`config.mk`:
```
export PLATFORM = sky130hd
export DESIGN_NAME = three_level_irq_handler
export DESIGN_NICKNAME = d
export VERILOG_FILES = /design/src/irq_handler_pkg.sv /design/src/three_level_irq_handler.sv
export SDC_FILE = /design/constraint.sdc
export NUM_CORES = 1
export LEC_CHECK = 0
export BUFFER_PORTS_ARGS = -buffer_cell sky130_fd_sc_hd__buf_2
export CAP_MARGIN = 15
export CORE_ASPECT_RATIO = 0.7
export CORE_UTILIZATION = 35
export CTS_BUF_LIST = sky130_fd_sc_hd__clkbuf_16
export CTS_CLUSTER_DIAMETER = 60
export DETAILED_ROUTE_END_ITERATION = 12
export PLACE_DENSITY = 0.61
export REMOVE_ABC_BUFFERS = 1
export SYNTH_ARGS = -nofsm -noshare
export SYNTH_HDL_FRONTEND = slang
export SYNTH_SLANG_ARGS = --single-unit
```
`constraint.sdc`:
```
create_clock -name clock -period 4.95 [get_ports clock]
set_clock_uncertainty 0.05 [all_clocks]
set_input_delay 0.99 -clock clock [delete_from_list [all_inputs] [get_ports clock]]
set_output_delay 0.99 -clock clock [all_outputs]
set_load 0.03 [all_outputs]
```
`src/irq_handler_pkg.sv`:
```
// Constants shared by the three-level interrupt handler and its testbench.
// Assumes an 8-bit register port with a 4-bit word address.
package irq_handler_pkg;

  localparam int unsigned NUM_GROUPS = 3;
  localparam int unsigned GROUP_W = 8;
  localparam int unsigned NUM_SRC = NUM_GROUPS * GROUP_W;
  localparam int unsigned ADDR_W = 4;
  localparam int unsigned DATA_W = 8;
  localparam int unsigned CODE_W = 8;

  // Group index inside the flag arrays; the number of a source is
  // group * GROUP_W + bit, so the high group holds sources 16 to 23
  localparam int unsigned GRP_LOW = 0;
  localparam int unsigned GRP_MID = 1;
  localparam int unsigned GRP_HIG = 2;

  // Register addresses
  localparam logic [ADDR_W-1:0] ADDR_HIGH_PENDING = 4'h0;
  localparam logic [ADDR_W-1:0] ADDR_MID_PENDING = 4'h1;
  localparam logic [ADDR_W-1:0] ADDR_LOW_PENDING = 4'h2;
  localparam logic [ADDR_W-1:0] ADDR_HIGH_ENABLES = 4'h3;
  localparam logic [ADDR_W-1:0] ADDR_MID_ENABLES = 4'h4;
  localparam logic [ADDR_W-1:0] ADDR_LOW_ENABLES = 4'h5;
  localparam logic [ADDR_W-1:0] ADDR_TOP_PENDING_CODE = 4'h6;
  localparam logic [ADDR_W-1:0] ADDR_ACTIVE_LEVELS = 4'h7;
  localparam logic [ADDR_W-1:0] ADDR_EVENT_STATUS = 4'h8;
  localparam logic [ADDR_W-1:0] ADDR_EVENT_MASK = 4'h9;

  // Reset values
  localparam logic [GROUP_W-1:0] PENDING_RESET = 8'h00;
  localparam logic [GROUP_W-1:0] ENABLES_RESET = 8'h00;
  localparam logic [NUM_GROUPS-1:0] EVENT_RESET = 3'h0;
  localparam logic [CODE_W-1:0] NO_PENDING_CODE = 8'hFF;
  localparam logic [DATA_W-1:0] READ_IDLE = 8'h00;

endpackage

```
`src/three_level_irq_handler.sv`:
```
// Three-level interrupt handler: 24 edge-triggered sources in three groups
// of eight, one core interrupt line per group, priority code and event IRQ.
// Assumes sources are asynchronous pins and the register master shares clock.
// Core lines and the event output are registered; read data lasts one cycle.
//
// Contract
// - Each of the 24 sources has its own flag, handled individually.
// - Sources 16-23 form the high group, 8-15 the mid group, 0-7 the low group.
// - High group drives the first core line, mid the second, low the third.
// - A readable code names the highest-priority pending source at once.
// - The high pending register holds source 16+n in bit n, all zero after reset.
// - Writing a one to a pending bit clears that flag.
// - A flag sets only on a rising source edge while its enable bit is one.
// - Writing a zero to a pending bit leaves that flag as it was.
// - The priority code reads the pending source number, or 0xFF with none set.
// - Sources are sampled on the system clock and raise the core line promptly.
//
// Strobed register access and the address map were decided locally.
`timescale 1ns/10ps
`default_nettype none

module three_level_irq_handler
  import irq_handler_pkg::*;
(
  // Clock and reset
  input wire logic clock,
  input wire logic rst_n,
  // Peripheral request lines, asynchronous
  input wire logic [NUM_SRC-1:0] srcRequest,
  // Register port
  input wire logic [ADDR_W-1:0] regAddr,
  input wire logic [DATA_W-1:0] regWrData,
  input wire logic regWrStrobe,
  input wire logic regRdStrobe,
  output logic [DATA_W-1:0] regRdData,
  // Core interrupt lines
  output logic coreIntLineFirst,
  output logic coreIntLineSecond,
  output logic coreIntLineThird,
  // Event interrupt
  output logic eventIrq
);

  // Reset release synchroniser
  logic rstSync1_q;
  logic rstSync2_q;
  logic rstLocal_n;

  always_ff @(posedge clock or negedge rst_n) begin
    if (!rst_n) begin
      rstSync1_q <= 1'b0;
      rstSync2_q <= 1'b0;
    end else begin
      rstSync1_q <= 1'b1;
      rstSync2_q <= rstSync1_q;
    end
  end

  assign rstLocal_n = rstSync2_q;

  // Source synchroniser and edge detector state
  logic [NUM_SRC-1:0] srcSync1_q;
  logic [NUM_SRC-1:0] srcSync2_q;
  logic [NUM_SRC-1:0] srcPrev_q;
  logic [NUM_SRC-1:0] srcSync1_d;
  logic [NUM_SRC-1:0] srcSync2_d;
  logic [NUM_SRC-1:0] srcPrev_d;
  logic [NUM_SRC-1:0] srcRise;

  for (genvar s = 0; s < NUM_SRC; s++) begin : gSource
    always_comb begin
      srcSync1_d[s] = srcRequest[s];
      srcSync2_d[s] = srcSync1_q[s];
      srcPrev_d[s] = srcSync2_q[s];
      // Previous value resets low like an idle pin, so a pin low through reset gives no false edge; one held high shows an edge after release
      srcRise[s] = srcSync2_q[s] && !srcPrev_q[s];
    end
  end

  always_ff @(posedge clock or negedge rstLocal_n) begin
    if (!rstLocal_n) begin
      srcSync1_q <= '0;
      srcSync2_q <= '0;
      srcPrev_q <= '0;
    end else begin
      srcSync1_q <= srcSync1_d;
      srcSync2_q <= srcSync2_d;
      srcPrev_q <= srcPrev_d;
    end
  end

  // Pending flags and enables, one byte per group
  logic [NUM_GROUPS-1:0][GROUP_W-1:0] pending_q;
  logic [NUM_GROUPS-1:0][GROUP_W-1:0] pending_d;
  logic [NUM_GROUPS-1:0][GROUP_W-1:0] enables_q;
  logic [NUM_GROUPS-1:0][GROUP_W-1:0] enables_d;
  logic [NUM_GROUPS-1:0][GROUP_W-1:0] setVec;
  logic [NUM_GROUPS-1:0][GROUP_W-1:0] clrVec;
  logic [NUM_GROUPS-1:0] pendWrSel;
  logic [NUM_GROUPS-1:0] enWrSel;
  logic [NUM_GROUPS-1:0] groupEvent;
  logic [NUM_GROUPS-1:0] groupActive;

  always_comb begin
    pendWrSel = '0;
    enWrSel = '0;
    pendWrSel[GRP_HIG] = regWrStrobe && (regAddr == ADDR_HIGH_PENDING);
    pendWrSel[GRP_MID] = regWrStrobe && (regAddr == ADDR_MID_PENDING);
    pendWrSel[GRP_LOW] = regWrStrobe && (regAddr == ADDR_LOW_PENDING);
    enWrSel[GRP_HIG] = regWrStrobe && (regAddr == ADDR_HIGH_ENABLES);
    enWrSel[GRP_MID] = regWrStrobe && (regAddr == ADDR_MID_ENABLES);
    enWrSel[GRP_LOW] = regWrStrobe && (regAddr == ADDR_LOW_ENABLES);
  end

  genvar g;
  generate
    for (g = 0; g < NUM_GROUPS; g++) begin : gGroup
      // Bit n of group g is source g*8+n
      always_comb begin
        setVec[g] = srcRise[g*GROUP_W +: GROUP_W] & enables_q[g];
        clrVec[g] = pendWrSel[g] ? regWrData : '0;
        // A new edge in the cycle of its clear keeps the flag set
        pending_d[g] = (pending_q[g] & ~clrVec[g]) | setVec[g];
        groupEvent[g] = |setVec[g];
        groupActive[g] = |pending_d[g];
      end

      // Enables only gate new edges; a flag already set stays set
      always_comb begin
        enables_d[g] = enWrSel[g] ? regWrData : enables_q[g];
      end
    end
  endgenerate

  always_ff @(posedge clock or negedge rstLocal_n) begin
    if (!rstLocal_n) begin
      pending_q <= {NUM_GROUPS{PENDING_RESET}};
    end else begin
      pending_q <= pending_d;
    end
  end

  always_ff @(posedge clock or negedge rstLocal_n) begin
    if (!rstLocal_n) begin
      enables_q <= {NUM_GROUPS{ENABLES_RESET}};
    end else begin
      enables_q <= enables_d;
    end
  end

  // Core lines follow the flags in the same cycle they set
  logic [NUM_GROUPS-1:0] coreLine_q;
  logic [NUM_GROUPS-1:0] coreLine_d;

  always_comb begin
    coreLine_d = groupActive;
  end

  always_ff @(posedge clock or negedge rstLocal_n) begin
    if (!rstLocal_n) begin
      coreLine_q <= '0;
    end else begin
      coreLine_q <= coreLine_d;
    end
  end

  assign coreIntLineFirst = coreLine_q[GRP_HIG];
  assign coreIntLineSecond = coreLine_q[GRP_MID];
  assign coreIntLineThird = coreLine_q[GRP_LOW];

  // Two-level priority encoder: each group finds its top flag, then the
  // highest busy group is taken; shallower than one 24-deep chain
  localparam int unsigned BIT_W = $clog2(GROUP_W);

  logic [NUM_GROUPS-1:0] groupBusy;
  logic [NUM_GROUPS-1:0][BIT_W-1:0] groupTop;
  logic [CODE_W-1:0] topCode;

  for (genvar e = 0; e < NUM_GROUPS; e++) begin : gEncode
    // Later iterations overwrite, so the largest bit wins
    always_comb begin
      groupBusy[e] = 1'b0;
      groupTop[e] = '0;
      for (int b = 0; b < GROUP_W; b++) begin
        if (pending_q[e][b]) begin
          groupBusy[e] = 1'b1;
          groupTop[e] = BIT_W'(b);
        end
      end
    end
  end

  always_comb begin
    topCode = NO_PENDING_CODE;
    for (int k = 0; k < NUM_GROUPS; k++) begin
      if (groupBusy[k]) begin
        topCode = CODE_W'(k * GROUP_W) | CODE_W'(groupTop[k]);
      end
    end
  end

  // Sticky event status, one bit per group, with mask
  logic [NUM_GROUPS-1:0] evtStatus_q;
  logic [NUM_GROUPS-1:0] evtStatus_d;
  logic [NUM_GROUPS-1:0] evtMask_q;
  logic [NUM_GROUPS-1:0] evtMask_d;
  logic evtStatusWr;
  logic evtMaskWr;
  logic eventIrq_q;
  logic eventIrq_d;

  assign evtStatusWr = regWrStrobe && (regAddr == ADDR_EVENT_STATUS);
  assign evtMaskWr = regWrStrobe && (regAddr == ADDR_EVENT_MASK);

  for (genvar v = 0; v < NUM_GROUPS; v++) begin : gEvent
    always_comb begin
      // Set wins over a simultaneous clear, so a fresh event is never lost
      evtStatus_d[v] = (evtStatus_q[v] && !(evtStatusWr && regWrData[v])) || groupEvent[v];
      evtMask_d[v] = evtMaskWr ? regWrData[v] : evtMask_q[v];
    end
  end

  // Built from the next values so the output rises with the status bit
  always_comb begin
    eventIrq_d = |(evtStatus_d & evtMask_d);
  end

  always_ff @(posedge clock or negedge rstLocal_n) begin
    if (!rstLocal_n) begin
      evtStatus_q <= EVENT_RESET;
      eventIrq_q <= 1'b0;
    end else begin
      evtStatus_q <= evtStatus_d;
      eventIrq_q <= eventIrq_d;
    end
  end

  always_ff @(posedge clock or negedge rstLocal_n) begin
    if (!rstLocal_n) begin
      evtMask_q <= EVENT_RESET;
    end else begin
      evtMask_q <= evtMask_d;
    end
  end

  assign eventIrq = eventIrq_q;

  // Read path: data valid only in the cycle after the read strobe
  logic [DATA_W-1:0] rdData_q;
  logic [DATA_W-1:0] rdData_d;
  logic [DATA_W-1:0] rdMux;
  logic [DATA_W-1:0] activeWord;
  logic [DATA_W-1:0] evtStatusWord;
  logic [DATA_W-1:0] evtMaskWord;

  // Narrow registers read back with zeros above their bits
  assign activeWord = DATA_W'(coreLine_q);
  assign evtStatusWord = DATA_W'(evtStatus_q);
  assign evtMaskWord = DATA_W'(evtMask_q);

  always_comb begin
    unique case (regAddr)
      ADDR_HIGH_PENDING: rdMux = pending_q[GRP_HIG];
      ADDR_MID_PENDING: rdMux = pending_q[GRP_MID];
      ADDR_LOW_PENDING: rdMux = pending_q[GRP_LOW];
      ADDR_HIGH_ENABLES: rdMux = enables_q[GRP_HIG];
      ADDR_MID_ENABLES: rdMux = enables_q[GRP_MID];
      ADDR_LOW_ENABLES: rdMux = enables_q[GRP_LOW];
      ADDR_TOP_PENDING_CODE: rdMux = topCode;
      ADDR_ACTIVE_LEVELS: rdMux = activeWord;
      ADDR_EVENT_STATUS: rdMux = evtStatusWord;
      ADDR_EVENT_MASK: rdMux = evtMaskWord;
      default: rdMux = READ_IDLE;
    endcase
  end

  // Idle zero outside the answer cycle keeps the port quiet for the master
  always_comb begin
    rdData_d = regRdStrobe ? rdMux : READ_IDLE;
  end

  always_ff @(posedge clock or negedge rstLocal_n) begin
    if (!rstLocal_n) begin
      rdData_q <= READ_IDLE;
    end else begin
      rdData_q <= rdData_d;
    end
  end

  assign regRdData = rdData_q;

endmodule

`default_nettype wire

```
; ---- After elaboration in Yosys (flattened, before gate mapping)
; Index checks and enable logic that the tools add are counted.
[op_classes]
n_reduce_logical = 76
eq_ne = 9
n_bitwise = 13
mux = 56
[ops]
columns = operator, n
row1 = $pmux 8 s10, 1
row2 = $mux 8, 7
row3 = $mux 3, 18
row4 = $and 8x8->8, 6
row5 = $reduce_or 8->1, 6
row6 = $logic_and 1x1->1, 38
row7 = $mux 1, 30
row8 = $logic_not 1->1, 27
row9 = $not 8->8, 3
row10 = $or 8x8->8, 3
row11 = $eq 4x3->1 const B, 4
row12 = $eq 4x2->1 const B, 2
row13 = $eq 4x4->1 const B, 2
row14 = $eq 4x1->1 const B, 1
row15 = $logic_not 4->1, 1
row16 = $and 3x3->3, 1
row17 = $logic_or 1x1->1, 3
row18 = $reduce_or 3->1, 1
[totals]
in_bits = 40
elab_cells = 170
out_inout_bits = 12
ff_bits = 140

; ---- Logic depth before layout (Yosys ltp)
[depth]
word_depth = 13
depth_mapped = 8
ltp_nobuf = 5

; ---- Worst setup path before layout
; No wires, ideal clock.
[synth_path]
path_kind = input to register
start = input regAddr[0]
end = register rdData_q[7] (netlist: regRdData[7])
arrival_ps = 2195
slack_ps = 2586
setup_ps = 119
path_stages = 7
n_path_buf = 3
required_ps = 4781
cell_sequence = buf_2 buf_2 buf_2 mux2_1 a22oi_1 nor2_1 o21a_1
[synth_via]
elab_chain_cells = 3
word_cells_on_any_way = 12
cone_classes = 9 x eq/ne / 2 x mux / 1 x reduce/logical
[synth_rtl]
columns = element, line
row1 = from (decl), three_level_irq_handler.sv:31  ; input wire logic [ADDR_W-1:0] regAddr,
row2 = "$eq 4x4->1, or another cell as far along", three_level_irq_handler.sv:262  ; unique case (regAddr)
row3 = $pmux 8 s10 (*), three_level_irq_handler.sv:262
row4 = $mux 8 (*), three_level_irq_handler.sv:279  ; rdData_d = regRdStrobe ? rdMux : READ_IDLE;
row5 = named net rdData_d[7], three_level_irq_handler.sv:250  ; logic [DATA_W-1:0] rdData_d;
row6 = to (signal assigned), three_level_irq_handler.sv:286  ; rdData_q <= rdData_d;
row7 = to (decl), three_level_irq_handler.sv:249  ; logic [DATA_W-1:0] rdData_q;
; The timed path passes the listed nets; every way through them passes the cells marked *.
; A chain may end at the register's enable or synchronous reset.

; ---- Final worst setup path
[layout_path]
start = input regAddr[2]
end = register enables_q[19] in the netlist's numbering
[layout_via]
elab_chain_cells = 2
[layout_rtl]
columns = element, line
row1 = $eq 4x2->1, three_level_irq_handler.sv:110  ; enWrSel[GRP_HIG] = regWrStrobe && (regAddr == ADDR_HIGH_ENABLES);
row2 = $logic_and 1x1->1, three_level_irq_handler.sv:110
row3 = to (signal assigned), three_level_irq_handler.sv:145  ; enables_q <= {NUM_GROUPS{ENABLES_RESET}};
row4 = to (signal assigned), three_level_irq_handler.sv:147  ; enables_q <= enables_d;
row5 = to (decl), three_level_irq_handler.sv:95  ; logic [NUM_GROUPS-1:0][GROUP_W-1:0] enables_q;
; Every way passes these cells.

==> qor.csv <==
metric;value;unit
tightestPinTransition;0.975;ns
ctsLongestPathBuffers;2;
top_layer_used;met4;
most_common_flop_cell_mapped_by_yosys;sky130_fd_sc_hd__dfrtp_1;
post_cts.repair.setup_buffers;0;
cts_htree_levels;4;
setup_slack;2.38;ns
layout_common_cells;sky130_fd_sc_hd__dfrtp_1 (139), sky130_fd_sc_hd__buf_2 (51), sky130_fd_sc_hd__nand2_1 (39);
synth_seq_area_share;64.5;%
synth.ff_latch_count;140;
setup_crit_start_kind;primary input;
synth_enable_flop_cells;0;
grt.total_usage;19.1;%
finalCriticalPeriod;2.57;ns
wirelength_met1;7050;um
timing.rr.start;pending_q[15];
synthesis.instances;433;
hold_viol_final;0;
final_common_cell;sky130_fd_sc_hd__dfrtp_1;
preCtsSetupSlack;2.01;ns
syn_area_per_cell;12.5;um^2
finalNetCount;531;
rr_worst_depth;5;
cellLeakagePower;2.71;nW
routed_wire_length_per_instance;20.1;um
hpwl;10400;um
path_class;primary input to register;
run_status;finished clean;
cts-buffers-inserted;17;
detail_route.vias_per_cell;5.44;
wire_length_of_the_first_global_routing_pass;22000;um
maxCapViolations;0;
clock_tree_from_tritoncts;done;
maximum_number_of_pins_on_one_net_before_global_route_repair;72;
clock_transition_at_the_registers_of_the_reported_paths;0.06;ns
netlist_cell_types;51;
synth.yosys.warnings;0;
sw_frac_of_total;29.3;%
clock_latency;0.43;ns
area_growth;18.7;%
route.antenna.remaining_nets;0;
worst_ir_drop_vdd;217;uV
synth-async-reset-ratio;100;%
port-buffer-count;51;
hold_path_class;register to asynchronous set/reset pin;
antenna_violations_before_repair;0;
synthesis.area;5430;um^2
setup_tns;0;ns
std_cell_rows;37;
core;14900;um^2
final_core_utilization;43.3;%
die_width;151;um
cellInternalPower;2.06;mW
cts.hold.buffers_added;0;
slew-limit-headroom;34.9;%
dieArea;16000;um^2
vias_in_the_first_global_route;3708;
critical_path.max_stage_delay;0.82;ns
power_density;452;nW/um^2
floorplan.die.height;106;um
grt_setup_unrepaired;false;
fin_hold_ws;0.155;ns
net-switching-power;854;uW
detailedRoute.firstPassIterationCount;4;
cts-resized-gates;0;
worst_ep_arrival_time;2.83;ns
reg2reg_slack;2.87;ns
effective_utilization_at_floorplan;36.4;%
clkPwrFrac;41.9;%
worst-path-max-fanout;28;
total_power;2.92;mW
rr_endpoint;regRdData[1];
power_frac_comb;10.3;%
end_kind;register;
cp_data_required_time;5.20;ns
initialDrtViolationCount;294;
routed_wirelength;14000;um
route.detailed.drc;0;
io-pin-count;52;
met3WireLength;971;um
cts.sinks;140;
grt.overflow.total;0;
finalWeightedCongestion;0.976;
drive_gt1_share;18.1;%
vias_after_detailed_routing;3803;
fmax;388;MHz
antenna_diode_count;0;
dr_wl_met2;5860;um
number_of_pins_exceeding_their_max_slew_limit_in_the_final_report;0;
endpoints_failing_setup;0;
cts_root_buffer;sky130_fd_sc_hd__clkbuf_16;
fin_crit_sh;52.0;%
crit_chain;buf_2, nor3b_1, nor2b_1, mux2_1;
power.share.sequential;47.8;%
critPathSlowestCell;sky130_fd_sc_hd__nor2b_1;
-- metal layers --
metal / track usage (%) / up-vias
met4: 6.29 / 0
met2: 25.1 / 147
li1: - / 1701
met3: 5.45 / 15
met1: 29.4 / 1940
met5: 0 / -
-- cells in the mapped netlist, drive strengths merged, types with 7 or more instances --
master,count,area share (%)
a21oi,8,0.74
a22oi,11,1.5
buf,9,0.99
dfrtp,140,64
mux2,30,6.2
nand2,39,2.7
nand3,7,0.64
nand3b,25,3.5
nand4bb,9,1.9
nor2,25,1.7
nor2b,9,1.0
nor3,7,0.64
nor4,9,1.0
o21ai,34,3.1
-- power by group through the flow --
| stage | Clock, mW | Combinational, mW | Sequential (mW) |
|---|---|---|---|
| after floorplan | 0 | 0.177 | 1.39 |
| after global placement | 0 | 0.293 | 1.42 |
| after detailed placement | 0 | 0.298 | 1.42 |
| after CTS | 1.25 | 0.299 | 1.40 |
| after global routing | 1.30 | 0.332 | 1.41 |
| final | 1.22 | 0.300 | 1.40 |
-- cell type report --
| type | instances | area (um^2) |
|---|---|---|
| clock buffer | 17 | 425 |
| clock inverter | 15 | 145 |
| fill | 1396 | 8460 |
| inverter | 6 | 22.5 |
| multi-input combinational | 273 | 1830 |
| sequential | 140 | 3510 |
| tap | 195 | 244 |
| timing repair buffer | 53 | 270 |
-- per-stage QoR --
stage | cell area, um^2 | cells
after floorplan | 5360 | 419
after global placement | 5880 | 667
after detailed placement | 5880 | 667
after CTS | 6450 | 699
after global routing | 6450 | 699
final | 6450 | 699
-- worst max path at each step --
stage,start,end,slack [ns],depth (start not counted)
2_1_floorplan,rstLocal_n,coreLine_q[0],0.71,0
3_3_place_gp,regAddr[2],enables_q[23],2.06,4
3_5_place_dp,regAddr[2],enables_q[17],2.01,4
4_1_cts,regAddr[2],enables_q[20],2.45,4
5_1_grt,regAddr[2],enables_q[19],2.19,4
6_report,regAddr[2],enables_q[19],2.38,4
-- kinds of logic (layout without fill, tap and decap cells) --
kind of cell | after synthesis | count (layout) | synth area share (%)
AO/OA/AOI/OAI | 80 | 80 | 9.49
other | 1 | 1 | 0.0690
AND/OR/NAND/NOR | 154 | 154 | 16.1
flip-flops | 140 | 140 | 64.5
buffers and inverters | 20 | 91 | 1.75
multiplexers | 38 | 38 | 8.15
-- sequential cells by signal, summed over array words and instances, names as in the netlist, 3 cells and up --
register and count:
pending_q 24, srcSync1_q 24, srcPrev_d 24, evtMask_q 3
enables_q 24, regRdData 8, srcPrev_q 24, coreLine_q 3
evtStatus_q 3
-- worst max-delay path, delay by kind of cell --
kind	cells	cell delay, ns
muxes	1	0.39
buffers and inverters	1	0.27
and+or+nand+nor	2	1.16
Note: power is estimated with default switching activity, not from simulation.
